[src/hw/rbc_pkg_unused_none.sv]
`timescale 1ns/10ps
`default_nettype none
`default_nettype wire

[src/hw/rbc_pkg.sv]
// Contract
// - A power-up option masks all three processor-bus request inputs until software enables.
// - Another option honours request input 1 only; that master enables inputs 2 and 3.
// - Power-on reset input resets every resource in the device; here opt_r, cfg_word_r and cfg_from_slave are not reset by it.
// - Adapter: processor and secondary resets are outputs, asserted by power-on or primary reset.
// - Host mode: processor reset is input; it drives primary and secondary PCI resets.
// - Optionally retry every primary target access until the processor enables it.
// - Optionally retry secondary target until its base addresses are set and it is enabled.
// - A power-up option selects which PCI interface is primary; the other is secondary.
// - Options latch from configuration cycles run during each hard-reset sequence.
// - Processor-bus interface only talks to agents with a 64-bit port.
// - With size bit zero hardwired, extended transfer cycles stay disabled.
// - The secondary interface generates reset and arbitration for the secondary segment.
// - Options from configuration cycles take precedence over options from system pins.
`default_nettype none
package rbc_pkg;

  // Power-up option word layout
  localparam int OPT_W = 5;
  localparam int OPT_ARB_LSB = 0;
  localparam int OPT_PCI1_PRI = 2;
  localparam int OPT_PRI_RETRY = 3;
  localparam int OPT_SEC_RETRY = 4;
  localparam logic [OPT_W-1:0] OPT_RST = 5'h04;

  // Arbiter start-up modes
  localparam logic [1:0] ARB_ALL = 2'h0;
  localparam logic [1:0] ARB_NONE = 2'h1;
  localparam logic [1:0] ARB_ONE = 2'h2;

  // Request enable values after a hard reset
  localparam logic [2:0] REQ_EN_ALL = 3'h7;
  localparam logic [2:0] REQ_EN_NONE = 3'h0;
  localparam logic [2:0] REQ_EN_ONE = 3'h1;

  // Synchroniser vector layout
  localparam int SY_POR = 0;
  localparam int SY_PRI = 1;
  localparam int SY_PB = 2;
  localparam int SY_REQ = 3;
  localparam int SY_HOST = 6;
  localparam int SY_SIZE0 = 7;
  localparam int SY_OPT = 8;
  localparam int SY_W = 13;
  localparam logic [SY_W-1:0] SY_IDLE = 13'h003f;

  // Reset stretch: least hold after the source goes away
  localparam int CLK_PERIOD_NS = 8;
  localparam int RST_HOLD_NS = 1000;
  localparam int RST_HOLD_CYC = (RST_HOLD_NS + CLK_PERIOD_NS - 1) / CLK_PERIOD_NS;
  localparam int RST_CNT_W = 8;

endpackage
`default_nettype wire

[src/hw/rbc_sync_if.sv]
`timescale 1ns/10ps
`default_nettype none
// Raw pin levels in, filtered levels out
interface rbc_sync_if #(
  parameter int W = rbc_pkg::SY_W
);
  logic [W-1:0] raw;
  logic [W-1:0] filt;
  modport filt_side (input raw, output filt);
  modport user_side (output raw, input filt);
endinterface
`default_nettype wire

[src/hw/rbc_top.sv]
`timescale 1ns/10ps
`default_nettype none
module rbc_top #(
  parameter int HOLD_CYC = rbc_pkg::RST_HOLD_CYC
) (
  input wire logic core_clk,
  input wire logic rst_n,
  input wire logic power_on_reset_in_n,
  input wire logic host_mode_strap,
  input wire logic [rbc_pkg::OPT_W-1:0] option_pins,
  input wire logic size_bit_zero,
  input wire logic processor_side_reset_n_in,
  output logic processor_side_reset_n_out,
  output logic processor_side_reset_n_oe,
  input wire logic primary_side_reset_n_in,
  output logic primary_side_reset_n_out,
  output logic primary_side_reset_n_oe,
  output logic secondary_side_reset_n_out,
  output logic secondary_side_reset_n_oe,
  input wire logic [2:0] bus_request_inputs_n,
  output logic [2:0] arb_request,
  input wire logic cfg_opt_valid,
  input wire logic [rbc_pkg::OPT_W-1:0] cfg_opt_data,
  input wire logic sw_req_en_wr,
  input wire logic [2:0] sw_req_en_data,
  input wire logic sw_tgt_en_wr,
  input wire logic sw_pri_tgt_en,
  input wire logic sw_sec_tgt_en,
  input wire logic sec_bar_programmed,
  input wire logic pb_xfer_start,
  input wire logic pb_agent_is_64,
  output logic pb_agent_reject,
  output logic [2:0] req_enable,
  output logic pri_target_retry,
  output logic sec_target_retry,
  output logic pci1_is_primary,
  output logic pci1_arb_en,
  output logic pci2_arb_en,
  output logic ext_cycles_disable,
  output logic host_mode,
  output logic cfg_from_slave
);

  rbc_sync_if #(.W(rbc_pkg::SY_W)) sy ();

  // The reset, request, strap, size and option pins pass the filter; rst_n and the other inputs do not
  assign sy.raw[rbc_pkg::SY_POR] = power_on_reset_in_n;
  assign sy.raw[rbc_pkg::SY_PRI] = primary_side_reset_n_in;
  assign sy.raw[rbc_pkg::SY_PB] = processor_side_reset_n_in;
  assign sy.raw[rbc_pkg::SY_REQ +: 3] = bus_request_inputs_n;
  assign sy.raw[rbc_pkg::SY_HOST] = host_mode_strap;
  assign sy.raw[rbc_pkg::SY_SIZE0] = size_bit_zero;
  assign sy.raw[rbc_pkg::SY_OPT +: rbc_pkg::OPT_W] = option_pins;

  rbc_pin_filter #(
    .W(rbc_pkg::SY_W),
    .IDLE(rbc_pkg::SY_IDLE)
  ) u_filt (
    .core_clk(core_clk),
    .rst_n(rst_n),
    .sy(sy)
  );

  logic por_act;
  logic pri_in_act;
  logic pb_in_act;
  logic dev_rst;
  logic [rbc_pkg::OPT_W-1:0] opt_r;
  logic [rbc_pkg::OPT_W-1:0] cfg_word_r;
  logic cfg_seen_r;
  logic hard_act;
  logic hard_act_d_r;
  logic hard_end;
  logic pb_src;
  logic pci_src;
  logic pb_hold_r;
  logic pci_hold_r;
  logic [rbc_pkg::RST_CNT_W-1:0] pb_cnt_r;
  logic [rbc_pkg::RST_CNT_W-1:0] pci_cnt_r;
  logic [rbc_pkg::RST_CNT_W-1:0] hold_val;
  logic [rbc_pkg::OPT_W-1:0] opt_nxt;
  logic [1:0] arb_mode;

  assign por_act = !sy.filt[rbc_pkg::SY_POR];
  assign pri_in_act = !sy.filt[rbc_pkg::SY_PRI];
  assign pb_in_act = !sy.filt[rbc_pkg::SY_PB];
  assign hold_val = rbc_pkg::RST_CNT_W'(HOLD_CYC);
  // Power-on reset clears the enable, request and arbitration flops and sets the retry flops; opt_r, cfg_word_r and cfg_from_slave keep their values
  assign dev_rst = !rst_n || por_act;

  // Strap is caught while power-on reset is held, never by the reset itself
  always_ff @(posedge core_clk) begin
    if (!rst_n) begin
      host_mode <= 1'b0;
    end else if (por_act) begin
      host_mode <= sy.filt[rbc_pkg::SY_HOST];
    end
  end

  // Reset sources differ by mode
  assign pb_src = por_act || pri_in_act;
  assign pci_src = por_act || (host_mode ? pb_in_act : pri_in_act);

  // Stretch each reset a minimum time past its source, released on the clock
  always_ff @(posedge core_clk) begin
    if (!rst_n) begin
      pb_cnt_r <= hold_val;
      pb_hold_r <= 1'b1;
    end else if (pb_src) begin
      pb_cnt_r <= hold_val;
      pb_hold_r <= 1'b1;
    end else if (pb_cnt_r != '0) begin
      pb_cnt_r <= pb_cnt_r - 1'b1;
      pb_hold_r <= 1'b1;
    end else begin
      pb_hold_r <= 1'b0;
    end
  end

  always_ff @(posedge core_clk) begin
    if (!rst_n) begin
      pci_cnt_r <= hold_val;
      pci_hold_r <= 1'b1;
    end else if (pci_src) begin
      pci_cnt_r <= hold_val;
      pci_hold_r <= 1'b1;
    end else if (pci_cnt_r != '0) begin
      pci_cnt_r <= pci_cnt_r - 1'b1;
      pci_hold_r <= 1'b1;
    end else begin
      pci_hold_r <= 1'b0;
    end
  end

  // Reset pin drive and direction per mode
  always_ff @(posedge core_clk) begin
    if (!rst_n) begin
      processor_side_reset_n_out <= 1'b0;
      processor_side_reset_n_oe <= 1'b1;
      primary_side_reset_n_out <= 1'b0;
      primary_side_reset_n_oe <= 1'b0;
      secondary_side_reset_n_out <= 1'b0;
      secondary_side_reset_n_oe <= 1'b1;
    end else begin
      processor_side_reset_n_out <= !pb_hold_r;
      processor_side_reset_n_oe <= !host_mode;
      primary_side_reset_n_out <= !pci_hold_r;
      primary_side_reset_n_oe <= host_mode;
      secondary_side_reset_n_out <= !(host_mode ? pci_hold_r : pb_hold_r);
      secondary_side_reset_n_oe <= 1'b1;
    end
  end

  // Hard reset seen by the configuration master: our output or, in host mode, the input
  assign hard_act = host_mode ? pb_in_act : pb_hold_r;
  assign hard_end = hard_act_d_r && !hard_act;

  always_ff @(posedge core_clk) begin
    if (dev_rst) begin
      hard_act_d_r <= 1'b1;
    end else begin
      hard_act_d_r <= hard_act;
    end
  end

  // Options arrive by configuration cycles only inside the hard-reset window
  always_ff @(posedge core_clk) begin
    if (!rst_n) begin
      cfg_seen_r <= 1'b0;
      cfg_word_r <= rbc_pkg::OPT_RST;
    end else if (hard_act && cfg_opt_valid) begin
      cfg_seen_r <= 1'b1;
      cfg_word_r <= cfg_opt_data;
    end else if (hard_end) begin
      cfg_seen_r <= 1'b0;
    end
  end

  // Configuration cycles win over the option pins
  assign opt_nxt = cfg_seen_r ? cfg_word_r : sy.filt[rbc_pkg::SY_OPT +: rbc_pkg::OPT_W];
  assign arb_mode = opt_nxt[rbc_pkg::OPT_ARB_LSB +: 2];

  // Applied options survive until the next hard reset ends
  always_ff @(posedge core_clk) begin
    if (!rst_n) begin
      opt_r <= rbc_pkg::OPT_RST;
      cfg_from_slave <= 1'b0;
    end else if (hard_end) begin
      opt_r <= opt_nxt;
      cfg_from_slave <= cfg_seen_r;
    end
  end

  // Request recognition: reset from the arbiter option, then software owned
  always_ff @(posedge core_clk) begin
    if (dev_rst) begin
      req_enable <= rbc_pkg::REQ_EN_NONE;
    end else if (hard_end) begin
      unique case (arb_mode)
        rbc_pkg::ARB_NONE: req_enable <= rbc_pkg::REQ_EN_NONE;
        rbc_pkg::ARB_ONE: req_enable <= rbc_pkg::REQ_EN_ONE;
        default: req_enable <= rbc_pkg::REQ_EN_ALL;
      endcase
    end else if (sw_req_en_wr) begin
      req_enable <= sw_req_en_data;
    end
  end

  // Masked requests toward the arbiter; nothing passes during reset
  always_ff @(posedge core_clk) begin
    if (dev_rst || hard_act) begin
      arb_request <= 3'h0;
    end else begin
      arb_request <= ~sy.filt[rbc_pkg::SY_REQ +: 3] & req_enable;
    end
  end

  // Target access enables follow the retry options, then software
  logic pri_en_r;
  logic sec_en_r;
  always_ff @(posedge core_clk) begin
    if (dev_rst) begin
      pri_en_r <= 1'b0;
      sec_en_r <= 1'b0;
    end else if (hard_end) begin
      pri_en_r <= !opt_nxt[rbc_pkg::OPT_PRI_RETRY];
      sec_en_r <= !opt_nxt[rbc_pkg::OPT_SEC_RETRY];
    end else if (sw_tgt_en_wr) begin
      pri_en_r <= sw_pri_tgt_en;
      sec_en_r <= sw_sec_tgt_en;
    end
  end

  // Retry while disabled; with its retry option set, the secondary also waits for its base addresses
  always_ff @(posedge core_clk) begin
    if (dev_rst || hard_act) begin
      pri_target_retry <= 1'b1;
      sec_target_retry <= 1'b1;
    end else begin
      pri_target_retry <= !pri_en_r;
      sec_target_retry <= !sec_en_r ||
        (opt_r[rbc_pkg::OPT_SEC_RETRY] && !sec_bar_programmed);
    end
  end

  // Primary choice; the other side owns secondary arbitration, and in host mode both sides arbitrate
  always_ff @(posedge core_clk) begin
    if (dev_rst) begin
      pci1_is_primary <= 1'b1;
      pci1_arb_en <= 1'b0;
      pci2_arb_en <= 1'b0;
    end else begin
      pci1_is_primary <= opt_r[rbc_pkg::OPT_PCI1_PRI];
      pci1_arb_en <= !opt_r[rbc_pkg::OPT_PCI1_PRI] || host_mode;
      pci2_arb_en <= opt_r[rbc_pkg::OPT_PCI1_PRI] || host_mode;
    end
  end

  // Hardwired size bit forbids extended cycles; agent width check per transfer
  always_ff @(posedge core_clk) begin
    if (dev_rst) begin
      ext_cycles_disable <= 1'b1;
      pb_agent_reject <= 1'b0;
    end else begin
      ext_cycles_disable <= sy.filt[rbc_pkg::SY_SIZE0];
      pb_agent_reject <= pb_xfer_start && !pb_agent_is_64;
    end
  end

endmodule
`default_nettype wire

[src/hw/rbc_pin_filter.sv]
`timescale 1ns/10ps
`default_nettype none
module rbc_pin_filter #(
  parameter int W = rbc_pkg::SY_W,
  parameter logic [W-1:0] IDLE = rbc_pkg::SY_IDLE
) (
  input wire logic core_clk,
  input wire logic rst_n,
  rbc_sync_if.filt_side sy
);
  // One three-stage chain per pin; the first stage feeds only the second
  for (genvar i = 0; i < W; i++) begin : g_bit
    logic s1_r;
    logic s2_r;
    logic s3_r;
    logic f_r;
    always_ff @(posedge core_clk) begin
      if (!rst_n) begin
        s1_r <= IDLE[i];
        s2_r <= IDLE[i];
        s3_r <= IDLE[i];
      end else begin
        s1_r <= sy.raw[i];
        s2_r <= s1_r;
        s3_r <= s2_r;
      end
    end
    // Accept a level only when the last two stages agree, so glitches drop out
    always_ff @(posedge core_clk) begin
      if (!rst_n) begin
        f_r <= IDLE[i];
      end else if (s2_r == s3_r) begin
        f_r <= s3_r;
      end
    end
    assign sy.filt[i] = f_r;
  end
endmodule
`default_nettype wire

[config.mk]
export PLATFORM = sky130hd
export DESIGN_NAME = rbc_top
export DESIGN_NICKNAME = d
export VERILOG_FILES = /design/src/hw/rbc_pkg_unused_none.sv /design/src/hw/rbc_pkg.sv /design/src/hw/rbc_sync_if.sv /design/src/hw/rbc_top.sv /design/src/hw/rbc_pin_filter.sv
export SDC_FILE = /design/constraint.sdc
export NUM_CORES = 1
export LEC_CHECK = 0
export BUFFER_PORTS_ARGS = -buffer_cell sky130_fd_sc_hd__clkbuf_2
export CAP_MARGIN = 20
export CORE_UTILIZATION = 50
export CTS_CLUSTER_DIAMETER = 50
export DETAILED_ROUTE_END_ITERATION = 6
export GPL_ROUTABILITY_DRIVEN = 0
export PLACE_DENSITY = 0.79
export SLEW_MARGIN = 0
export SYNTH_ARGS = -nofsm -noshare
export SYNTH_HDL_FRONTEND = slang
export SYNTH_SLANG_ARGS = --single-unit
[constraint.sdc]
create_clock -name core_clk -period 2.4 [get_ports core_clk]
set_input_delay 0.12 -clock core_clk [delete_from_list [all_inputs] [get_ports core_clk]]
set_output_delay 0.12 -clock core_clk [all_outputs]
set_load 0.02 [all_outputs]
==> results.md <==
* Number of enable flip-flop cells after synthesis at 0
* Clock Path Buffers at 2
* Clock root buffer: clkbuf_8
* Final period util at a little under three quarters
* Pin count of the biggest net entering global routing at around 70
* Fin Hold WS at between 20 and 30 ps
* Syn Nets at 375
* Post-synth top cells: dfxtp_1, nand2_1, o21ai_0
* Max_cap viols at 0
* Port Buf Inserts at 50
* First-pass GRT wire length at 9708 microns
* Worst r2r dst: req_enable[0]$_SDFFE_PP0P_
* Initial antenna violation count at 0
* Yosys cell types at 43
* Final Max Slew Viols at 0
* Critical Path RT at roughly 2700 ps
* Yosys top cell by area: dfxtp_1
* Leakage power at 1.684 nW
* DP Cell Count at 454
* Pwr Total at ~0.0031 W
* H-tree depth at 3
* Cells after Synth at between 300 and 400
* Total congestion overflow at 0
* Top Usage Layer GRT: met2
* CTS Sinks at 101
* Post-synth top area share at 58.07%
* Drt first pass iters at 4
* Tightest Pin Transition at roughly 560 ps
* Syn Area/Cell at roughly 10 sq um
* HP Class: input pin to flip-flop
* Min cycle time layout at 1724 ps
* R2R Setup Slk at between 600 and 700 ps
* Vias at 2,370
* Final setup fails at 0
* Seq cells post-synth at approximately 100
* Peak VDD IR at 0.4789 mV
* Share of layout cells above drive strength 1 at 18.47%
* Die Height at 85.45 microns
* Initial cell density of the core at 51.54%
* Primary FF master, synth: dfxtp_1
* Yosys warning total at 0
* DR vias/cell at 4.877
* Critical Path AT at 2010 ps
* Max FO, Critical Path at 14
* Site row count at 30
* Async SR Flop Fraction at 0%
* # diodes at 0
* Power per cell area at around 740 nW/um^2
* Vias in the first global route at ~2,200
* PostCTS Resize Cnt at 0
* Core Util, Final at 61.15%
* Routed wire length per instance at between 10 and 15 microns
* Hold Path Sink: cfg_word_r[4]$_SDFFE_PN0P_
* Max Clk Rate at slightly below 600 MHz
* Die width at between 80 and 90 microns
* Post-synthesis sequential area ratio at approximately three fifths
* Num ports at 52
* Crit Path Class: flip-flop to flip-flop
* Iter 0 DRT Violations at ~160
* Num CTS Buffers at 9
* DR DRC count at 0
* Core footprint at 6756 sq um
* Met3 GRT Util at under 10%
* Startpoint types: flip-flop
* Worst Skew at 10.76 ps
* Post-Syn Area at 3482 sq um
* Top-count cell post-synth: dfxtp_1
* Fin Setup TNS at 0 ps
* CP endpoint kind: flip-flop
* Hpwl dp at about 3700 microns
* Non-Filler Instances at approximately 490
* Final wirelength at 5604 microns
* P&R area growth vs syn at 18.65%
* Reg2reg path depth at 4
* Worst skew pair latency at roughly 350 ps
* Grt met1 use at between 20% and 30%
* Hold path depth at 3
* Met2 usage at around 28%
* Final hold vios at 0
* Status: complete, no violations
* Total GRT Usage at 17.00%
* Largest cells by area after synthesis: dfxtp_1, mux2i_1, and2_1
* RSZ-0062 raised after global routing: false
* Worst R2R Start: host_mode$_SDFFE_PN0N_
* Die area at roughly 7300 sq um
* Min-delay src: cfg_opt_data[4]
* Headroom to the max-slew limit at slightly above 60%
* CTS tree: built
* Reg clk slew, reported paths at approximately 90 ps
* Number of nets with antenna violations after routing at 0
* # nets final at approximately 440
-- per-layer routing --
metal / vias to the layer above / share of wire (%)
met1: 1054 / 49
met5: - / 0
li1: 1247 / -
met4: 0 / 1.7
met3: 9 / 3.8
met2: 60 / 46
-- registers in the layout, indices dropped and copies added (netlist names), 2 cells and up --
signal,cells
req_enable,3
u_filt.g_bit.s1_r,13
pb_cnt_r,8
opt_r,2
u_filt.g_bit.s2_r,13
arb_request,3
cfg_word_r,5
u_filt.g_bit.s3_r,13
u_filt.g_bit.f_r,13
pci_cnt_r,8
-- how the worst max path moves through the flow --
stage                                        start                         end  slack [ps]  cells past startpoint
after global routing      pb_cnt_r[4]$_SDFFE_PP1P_    pb_cnt_r[0]$_SDFFE_PP1P_         510                      4
after detailed placement    host_mode$_SDFFE_PN0N_  req_enable[0]$_SDFFE_PP0P_         680                      4
after floorplan             host_mode$_SDFFE_PN0N_  req_enable[1]$_SDFFE_PP0P_         800                      7
final                       host_mode$_SDFFE_PN0N_  req_enable[0]$_SDFFE_PP0P_         680                      4
after global placement      host_mode$_SDFFE_PN0N_  req_enable[0]$_SDFFE_PP0P_         740                      4
after CTS                   host_mode$_SDFFE_PN0N_  req_enable[0]$_SDFFE_PP0P_         660                      4
-- kinds of logic after synthesis --
family,share of synthesized area [%]
xor gates and xnor gates,2.012
AOI/OAI and AO/OA,8.876
muxes,5.641
DFF,58.07
buffers and inverters,3.521
other,0.1077
adders and majority gates,1.797
and+or+nand+nor,19.98
-- power by group --
group	switching, W	leakage (nW)	internal [W]
combinational	0.0000844	0.749	0.0000994
clock	0.000537	0.109	0.000571
sequential	0.0000339	0.827	0.00173
-- metrics by stage --
stage	cell area (sq um)	setup WS, ps
floorplan	3482	804.9
global placement	3751	742.5
detailed placement	3751	681.3
CTS	4131	656.0
global route	4131	512.8
finish	4131	676.3
-- worst max-delay path: stages (launching register included) --
cell and delay, ps:
dfxtp_1 510, nor2b_2 110, or3b_1 590, mux2_4 370
nor2_2 70
-- area by class of cell --
class                   instances  area, sq um
clock inverters                 4        55.05
fillers                       547         2625
repair buffers                 67        417.9
flip-flops and latches        101         2022
inverters                       9        33.78
well taps                      80        100.1
multi-input cells             213         1338
clock buffers                  12        165.2
-- cells in the final DEF, fill, tap and decap left out, types with 6 or more instances in the layout --
cell and instances:
clkbuf_8 12, dfxtp_1 101, nand3_1 10, a21boi_0 8, xnor2_1 6, nor2_1 17
nor2b_1 8, mux2i_1 17, inv_1 9, nand2_1 26, nor3b_1 6, clkbuf_2 50
nor3_1 6, o21ai_0 22, and2_1 21, a21oi_1 11, dlygate4sd3_1 16, nand2b_1 19
-- timing repair --
action | in CTS | in global routing
hold buffers | 16 | 0
setup buffers | 0 | 0
hold endpoints to repair | 15 | 0
(Power assumes the default switching activity.)
